**config.mk**
```make
export PLATFORM = sky130hd
export DESIGN_NAME = logic_cell
export DESIGN_NICKNAME = d
export VERILOG_FILES = /design/src/rtl/logic_cell_pkg.sv /design/src/rtl/ctrl_source_select.sv /design/src/rtl/logic_cell.sv
export VERILOG_INCLUDE_DIRS = /design/src /design/src/rtl
export SDC_FILE = /design/constraint.sdc
export NUM_CORES = 1
export LEC_CHECK = 0
export ABC_AREA = 1
export BUFFER_PORTS_ARGS = -buffer_cell sky130_fd_sc_hd__buf_4
export CAP_MARGIN = 25
export CORE_MARGIN = 4
export CORE_UTILIZATION = 30
export DETAILED_ROUTE_END_ITERATION = 10
export SLEW_MARGIN = 20
export SYNTH_ARGS = -nofsm -noshare
export SYNTH_HDL_FRONTEND = slang
export SYNTH_HIERARCHICAL = 1
export SYNTH_SLANG_ARGS = --single-unit
```
**constraint.sdc**
```tcl
create_clock -name clk -period 5.89 [get_ports clk]
set_clock_uncertainty 0.15 [all_clocks]
set_input_delay 1.767 -clock clk [delete_from_list [all_inputs] [get_ports clk]]
set_output_delay 1.767 -clock clk [all_outputs]
set_load 0.02 [all_outputs]
```
**src/rtl/logic_cell_params.svh**
```systemverilog
// constants for the programmable logic cell
//
// Functional notes
// - register works as D, T, JK or SR flipflop in normal mode, set by configuration; other modes load it as D.
// - clock, clear and preset come from a global, a pin or logic.
// - combinational use bypasses the flipflop; local and row/column outputs still pass an output register.
// - two independent outputs, local and row/column, lookup or register.
// - carry and cascade paths to the next cell skip local routing.
// - carry and cascade chains link every cell of a cluster and a row.
// - four modes: normal, arithmetic, up/down counter, clearable counter.
// - data inputs, feedback, carry-in and cascade-in are routed per mode.
// - three extra inputs give register clock, clear and preset.
// - synchronous enable in all modes, taken from the first lookup input.
// - four dedicated pins drive four globals, each overridable by logic.
`ifndef LOGIC_CELL_PARAMS_SVH
`define LOGIC_CELL_PARAMS_SVH

// ----------------------------------------------------------------
// widths
// ----------------------------------------------------------------
`define CELL_DATA_W      4
`define CELL_GLOB_N      4
`define CELL_CTL_N       3
`define CELL_LUT_W       16

// ----------------------------------------------------------------
// data input positions
// ----------------------------------------------------------------
`define CELL_EN_BIT      0
`define CELL_DIR_BIT     2
`define CELL_SCLR_BIT    3
`define CELL_RESET_BIT   3

// ----------------------------------------------------------------
// control input positions
// ----------------------------------------------------------------
`define CELL_CTL_CLK     0
`define CELL_CTL_CLR     1
`define CELL_CTL_PRE     2

// ----------------------------------------------------------------
// reset values
// ----------------------------------------------------------------
`define CELL_REG_RST     1'b0
`define CELL_SYNC_RST    1'b0

`endif

```
**src/rtl/logic_cell_pkg.sv**
```systemverilog
// types of the programmable logic cell
package logic_cell_pkg;

   typedef enum logic [1:0] {
      MODE_NORMAL    = 2'b00,
      MODE_ARITH     = 2'b01,
      MODE_UPDOWN    = 2'b10,
      MODE_CLEARABLE = 2'b11
   } cell_mode_t;

   typedef enum logic [1:0] {
      FF_D  = 2'b00,
      FF_T  = 2'b01,
      FF_JK = 2'b10,
      FF_SR = 2'b11
   } ff_type_t;

   typedef enum logic {
      OUT_LUT = 1'b0,
      OUT_REG = 1'b1
   } out_sel_t;

   typedef enum logic [1:0] {
      SRC_GLOBAL   = 2'b00,
      SRC_PIN      = 2'b01,
      SRC_INTERNAL = 2'b10,
      SRC_NONE     = 2'b11
   } ctl_src_t;

   typedef struct packed {
      ctl_src_t   src;
      logic [1:0] glob_idx;
   } ctl_route_t;

   typedef struct packed {
      cell_mode_t  mode;
      ff_type_t    ff_type;
      logic [15:0] lut_mask;
      out_sel_t    local_sel;
      out_sel_t    route_sel;
      logic        en_on;
      logic        cascade_on;
      ctl_route_t  clk_route;
      ctl_route_t  clr_route;
      ctl_route_t  pre_route;
   } cell_cfg_t;

endpackage : logic_cell_pkg

```
**src/rtl/ctrl_source_select.sv**
```systemverilog
// synchronisers and source selection for globals and register controls
`timescale 1ns/10ps
`default_nettype none
`include "logic_cell_params.svh"

module ctrl_source_select
   import logic_cell_pkg::*;
(
   input  wire logic                      clk,
   input  wire logic                      reset,
   input  wire logic [`CELL_GLOB_N-1:0]   ded_pin,
   input  wire logic [`CELL_GLOB_N-1:0]   glob_int,
   input  wire logic [`CELL_GLOB_N-1:0]   glob_int_sel,
   input  wire logic [`CELL_CTL_N-1:0]    gp_pin,
   input  wire logic [`CELL_CTL_N-1:0]    int_ctl,
   input  wire ctl_route_t                route [`CELL_CTL_N],
   output logic      [`CELL_GLOB_N-1:0]   glob,
   output logic      [`CELL_CTL_N-1:0]    ctl_lvl
);

   localparam int PIN_N = `CELL_GLOB_N + `CELL_CTL_N;

   logic [PIN_N-1:0] pin_raw;
   logic [PIN_N-1:0] meta_q;
   logic [PIN_N-1:0] sync_q;

   assign pin_raw = {gp_pin, ded_pin};

   // ----------------------------------------------------------------
   // two-stage synchronisers, one per pin
   // ----------------------------------------------------------------
   genvar i;
   generate
      for (i = 0; i < PIN_N; i++)
      begin : g_sync
         always_ff @(posedge clk)
         begin
            if (reset)
            begin
               meta_q[i] <= `CELL_SYNC_RST;
               sync_q[i] <= `CELL_SYNC_RST;
            end
            else
            begin
               meta_q[i] <= pin_raw[i];
               sync_q[i] <= meta_q[i];
            end
         end
      end
   endgenerate

   // ----------------------------------------------------------------
   // globals and per-control source muxes
   // ----------------------------------------------------------------
   generate
      for (i = 0; i < `CELL_GLOB_N; i++)
      begin : g_glob
         // internal logic may take a global over, e.g. a divided clock
         assign glob[i] = glob_int_sel[i] ? glob_int[i]
                                          : sync_q[i];
      end
      for (i = 0; i < `CELL_CTL_N; i++)
      begin : g_ctl
         always_comb
         begin
            case (route[i].src)
               SRC_GLOBAL:   ctl_lvl[i] = glob[route[i].glob_idx];
               SRC_PIN:      ctl_lvl[i] = sync_q[`CELL_GLOB_N + i];
               SRC_INTERNAL: ctl_lvl[i] = int_ctl[i];
               default:      ctl_lvl[i] = 1'b0;
            endcase
         end
      end
   endgenerate

endmodule : ctrl_source_select
`default_nettype wire

```
**src/rtl/logic_cell.sv**
```systemverilog
// programmable logic cell: lookup table, configurable register, chains
`timescale 1ns/10ps
`default_nettype none
`include "logic_cell_params.svh"

module logic_cell
   import logic_cell_pkg::*;
(
   input  wire logic                     clk,
   input  wire logic                     reset,
   input  wire cell_cfg_t                cfg,
   input  wire logic [`CELL_DATA_W-1:0]  data_in,
   input  wire logic                     carry_in,
   input  wire logic                     cascade_in,
   input  wire logic [`CELL_GLOB_N-1:0]  ded_pin,
   input  wire logic [`CELL_GLOB_N-1:0]  glob_int,
   input  wire logic [`CELL_GLOB_N-1:0]  glob_int_sel,
   input  wire logic [`CELL_CTL_N-1:0]   gp_pin,
   input  wire logic [`CELL_CTL_N-1:0]   int_ctl,
   output logic                          carry_out,
   output logic                          cascade_out,
   output logic                          local_out,
   output logic                          route_out,
   output logic                          reg_out,
   output logic [`CELL_GLOB_N-1:0]       glob
);

   // ----------------------------------------------------------------
   // control sources: clock, clear, preset
   // ----------------------------------------------------------------
   ctl_route_t                routes [`CELL_CTL_N];
   logic [`CELL_CTL_N-1:0]    ctl_lvl;

   assign routes[`CELL_CTL_CLK] = cfg.clk_route;
   assign routes[`CELL_CTL_CLR] = cfg.clr_route;
   assign routes[`CELL_CTL_PRE] = cfg.pre_route;

   ctrl_source_select u_ctl (
      .clk          (clk),
      .reset        (reset),
      .ded_pin      (ded_pin),
      .glob_int     (glob_int),
      .glob_int_sel (glob_int_sel),
      .gp_pin       (gp_pin),
      .int_ctl      (int_ctl),
      .route        (routes),
      .glob         (glob),
      .ctl_lvl      (ctl_lvl)
   );

   logic clk_src_q;
   logic clk_tick;
   logic clr_act;
   logic pre_act;

   always_ff @(posedge clk)
   begin
      if (reset)
         clk_src_q <= 1'b0;
      else
         clk_src_q <= ctl_lvl[`CELL_CTL_CLK];
   end

   // a selected clock source acts on its rising edge; with no source the
   // register follows the core clock
   assign clk_tick = (cfg.clk_route.src == SRC_NONE) ? 1'b1
                   : (ctl_lvl[`CELL_CTL_CLK] & ~clk_src_q);
   assign clr_act  = ctl_lvl[`CELL_CTL_CLR];
   assign pre_act  = ctl_lvl[`CELL_CTL_PRE];

   // ----------------------------------------------------------------
   // lookup table
   // ----------------------------------------------------------------
   logic       reg_q;
   logic       reg_d;
   logic       reg_view;
   logic       lut_out;
   logic       sum_bit;
   logic       carry_gen;
   logic [2:0] arith_idx;

   // four-input table for normal mode
   assign lut_out = cfg.lut_mask[data_in];

   // arithmetic: low half gives the sum, high half the carry, both from
   // two operands and carry-in
   assign arith_idx = {carry_in, data_in[1], data_in[0]};
   assign sum_bit   = cfg.lut_mask[{1'b0, arith_idx}];
   assign carry_gen = cfg.lut_mask[{1'b1, arith_idx}];

   // ----------------------------------------------------------------
   // counter bit
   // ----------------------------------------------------------------
   logic count_up;
   logic count_bit;
   logic count_carry;
   logic sync_clr;

   assign count_up    = data_in[`CELL_DIR_BIT];
   // a cell toggles when the chain below it carries or borrows
   assign count_bit   = reg_view ^ carry_in;
   assign count_carry = count_up ? (reg_view & carry_in)
                                 : (~reg_view & carry_in);
   assign sync_clr    = (cfg.mode == MODE_CLEARABLE)
                      & data_in[`CELL_SCLR_BIT];

   // ----------------------------------------------------------------
   // mode-dependent data routing
   // ----------------------------------------------------------------
   logic mode_val;

   always_comb
   begin
      case (cfg.mode)
         MODE_NORMAL:
         begin
            mode_val  = lut_out;
            carry_out = 1'b0;
         end
         MODE_ARITH:
         begin
            mode_val  = sum_bit;
            carry_out = carry_gen;
         end
         MODE_UPDOWN, MODE_CLEARABLE:
         begin
            mode_val  = count_bit;
            carry_out = count_carry;
         end
         default:
         begin
            mode_val  = lut_out;
            carry_out = 1'b0;
         end
      endcase
   end

   // cascade joins this cell's table result with the previous cell's;
   // these chain outputs stay combinational so a whole row settles in
   // one core cycle, at the cost of a long path
   assign cascade_out = cfg.cascade_on ? (mode_val & cascade_in)
                                       : mode_val;

   // ----------------------------------------------------------------
   // configurable flipflop
   // ----------------------------------------------------------------
   logic ff_in_a;
   logic ff_in_b;
   logic reg_en;

   assign ff_in_a = cascade_out;
   assign ff_in_b = data_in[`CELL_RESET_BIT];

   // first lookup input doubles as the register enable when switched on
   assign reg_en = ~cfg.en_on | data_in[`CELL_EN_BIT];

   always_comb
   begin
      if (cfg.mode != MODE_NORMAL)
         reg_d = ff_in_a;
      else
      begin
         case (cfg.ff_type)
            FF_D:  reg_d = ff_in_a;
            FF_T:  reg_d = reg_q ^ ff_in_a;
            FF_JK: reg_d = (ff_in_a & ~reg_q) | (~ff_in_b & reg_q);
            // set and reset together hold the old value
            FF_SR: reg_d = (ff_in_a & ~ff_in_b) ? 1'b1
                         : (~ff_in_a & ff_in_b) ? 1'b0
                         : reg_q;
            default: reg_d = ff_in_a;
         endcase
      end
   end

   // clear wins over preset; both override any clock activity
   always_ff @(posedge clk)
   begin
      if (reset)
         reg_q <= `CELL_REG_RST;
      else if (clr_act)
         reg_q <= 1'b0;
      else if (pre_act)
         reg_q <= 1'b1;
      else if (clk_tick & reg_en)
      begin
         if (sync_clr)
            reg_q <= 1'b0;
         else
            reg_q <= reg_d;
      end
   end

   // clear and preset show at once, without waiting for the register
   assign reg_view = clr_act ? 1'b0
                   : pre_act ? 1'b1
                   : reg_q;

   assign reg_out = reg_view;

   // ----------------------------------------------------------------
   // two independent outputs
   // ----------------------------------------------------------------
   logic local_q;
   logic route_q;

   always_ff @(posedge clk)
   begin
      if (reset)
      begin
         local_q <= 1'b0;
         route_q <= 1'b0;
      end
      else
      begin
         // lookup selection skips the configurable register but still passes through this output register
         local_q <= (cfg.local_sel == OUT_REG) ? reg_view
                                               : cascade_out;
         route_q <= (cfg.route_sel == OUT_REG) ? reg_view
                                               : cascade_out;
      end
   end

   assign local_out = local_q;
   assign route_out = route_q;

endmodule : logic_cell
`default_nettype wire

```
==> reports/metrics.cfg <==
[outcome]
status = finished clean

[power]
clock_power_share_pct = 29.4
comb_power_share_pct = 32.3
cellPowerDensity_nw_per_um2 = 183
switching_share_pct = 29.0
power_frac_seq_pct = 38.3
p_switching_uw = 99.7
power_leakage_nw = 1.05
vdd_ir_drop_max_mv = 0.122
p_int_uw = 244

[drt]
viasPerCell = 4.32
initialDrtViolationCount = 59
wl_per_cell_um = 9.98
drtAntennaViolNets = 0
vias = 1434
drc_errors = 0
drt_wl_total_mm = 3.31
drt_first_pass_iters = 4

[setup_path]
crit_chain = buf_4, nand2_1, nand3_1, nand3_1, nand2_1, nand2_1, nand2_1, nor2_2, nor2_4, nor2_2, nor2_1, nor2_1, nand2_1, inv_2, nand2_2, inv_2, buf_4
startpoint_type = input port
reg2reg_depth = 22
path_delay_family = simple AND/OR/NAND/NOR gates
ff2ff_setup_slack_ns = 3.34
cp-end-kind = output pin
worst_ep_arrival_time_ns = 3.17
crit_path_top_delay_cell = buf_4
critPathMaxStageDelay_ns = 0.14
reg2reg_to = reg_q
reg2reg_from = u_ctl/sync_q[2]
critical_path_class = in2out
path_buf_inv = 4
critPathMaxFanout = 5
required_ns = 3.97
path_common_cell = nand2_1

[place]
portBuffers = 70
gp_congestion = 0.797
post-place-cells = 328
place_hpwl_mm = 2.84

[timing]
fin_crit_sh_pct = 86.4
slew_violations = 0
tightest_slew_ns = 0.218
setup_tns_ns = 0
finalSetupViolCount = 0
finalHoldViolCount = 0
rsz0062_at_grt = false
slew-limit-headroom_pct = 85.4
fmax_mhz = 197
fin_crit_ns = 5.09

[floorplan]
die_w_um = 72.6
dieArea_um2 = 5260
rows = 23
core-area_um2 = 4030
dieHeight_um = 72.6
initial_utilization_pct = 31.0
ios = 71

[synthesis]
synthCells = 210
syn_area_um2 = 1250
yosys_register_bits = 18
synth_mux_area_share_pct = 0
seq_area_frac_synth_pct = 28.8
synth-simple-area-share_pct = 47.4
synthArstFlopShare_pct = 0
synthesis.nets = 273
yosys_warnings = 6
synth_cell_types = 26
ys.flop_type = dfxtp_1
synth_top_family_by_area = simple AND/OR/NAND/NOR gates
synth_edf_count = 0
synth_compound_area_share_pct = 7.91
synth_area_per_cell_um2 = 5.95
synth-xor-area-share_pct = 0
yosys.area_share.adder_pct = 1.00

[cts]
cts_buffers = 3
cts_resized = 0
cts-hold-fix-buffers = 0
cts-root-buf = clkbuf_8
clkSinkCount = 18
post_cts_buffers = 0
ctsHtreeMaxLevel = 1
clk_pin_slew_worst_paths_ns = 0.06
clk_path_buf_depth = 2
clk_latency_ns = 0.25
cts_tree = done

[min_path]
whs_endpoint = u_ctl/sync_q[0]
hp-class = reg2reg
hp-start = u_ctl/meta_q[0]
whs_path_depth = 2

[global_route]
grt-ovfl-total = 0
grt_pass1_wl_mm = 5.30
grt_max_degree = 19
grt_usage_pct = 12.5
antenna_found_initial = 0
grt_pass1_vias = 1315

[final_layout]
final_cell_mix = buf_4, nand2_1, inv_1
syn_to_final_growth_pct = 50.2
drive_gt1_share_pct = 32.3
final_nets = 346
final_cell_count_no_fill = 332
final_common_cell = buf_4
antenna_cells = 0

[flow_run]
drv_cap = 0

## worst max path at each step
stage,start,to,slack [ns],cells past startpoint
floorplan,glob_int_sel[2],carry_out,0.91,12
CTS,glob_int_sel[0],cascade_out,0.78,17
global placement,glob_int_sel[2],cascade_out,0.79,17
finish,glob_int_sel[2],cascade_out,0.80,17
detailed placement,glob_int_sel[0],cascade_out,0.80,17
global route,glob_int_sel[2],cascade_out,0.61,17
## sequential cells by signal, indices dropped and copies added (netlist names)
register,count
reg_q,1
route_out,1
u_ctl/sync_q,7
u_ctl/meta_q,7
clk_src_q,1
local_out,1
## tightest hold or removal path: stages, from the launching register on
cell	delay (ns)
dfxtp_1	0.30
inv_1	0.04
nor2_1	0.03
## through the flow
stage          setup slack, ns  total power, mW  util, %  area, um2  hold WS, ns
4_1_cts                  0.781            0.347     46.6       1880        0.251
3_3_place_gp             0.795            0.246     45.2       1820        0.239
6_report                 0.803            0.344     46.6       1880        0.251
5_1_grt                  0.612            0.366     46.6       1880        0.259
3_5_place_dp             0.795            0.246     45.2       1820        0.242
2_1_floorplan            0.915            0.193        -       1250        0.238
## layout make-up
| cell class | count | area [um2] |
|---|---|---|
| Clock buffer | 4 | 55.1 |
| Fill cell | 443 | 2150 |
| Inverter | 43 | 169 |
| Multi-Input combinational cell | 147 | 704 |
| Sequential cell | 18 | 360 |
| Tap cell | 50 | 62.6 |
| Timing Repair Buffer | 70 | 526 |
## cell usage after synthesis, types with 2 or more instances
cell type	number	area share, %
nand2_1	46	14
nor2_1	28	8.4
inv_1	40	12
nand3b_1	2	1.2
a211oi_1	3	1.8
nand2_2	8	4.0
dfxtp_1	18	29
a21oi_1	5	2.0
nand3_1	39	16
nor2_2	2	1.0
o21a_1	2	1.2
inv_2	2	0.60
o21ai_0	2	0.80
## routing by layer
metal / GRT usage (%) / vias to the layer above / wire [um]
li1: - / 798 / -
met1: 16.6 / 597 / 1450
met2: 20.4 / 34 / 1580
met3: 2.49 / 5 / 233
met4: 3.69 / 0 / 44
met5: 0 / - / 0
## cells by family after synthesis
group	Yosys count
flip-flops	18
adder cells (fa/ha/maj)	1
AO/OA/AOI/OAI	15
buffers and inverters	45
AND/OR/NAND/NOR	131
## power groups by stage
stage	logic [mW]	registers [mW]	clock network, mW
2_1_floorplan	0.0577	0.135	0
3_3_place_gp	0.112	0.134	0
3_5_place_dp	0.112	0.134	0
4_1_cts	0.112	0.132	0.103
5_1_grt	0.126	0.132	0.108
6_report	0.111	0.132	0.101
No activity file was read; power rests on OpenSTA's default activity.
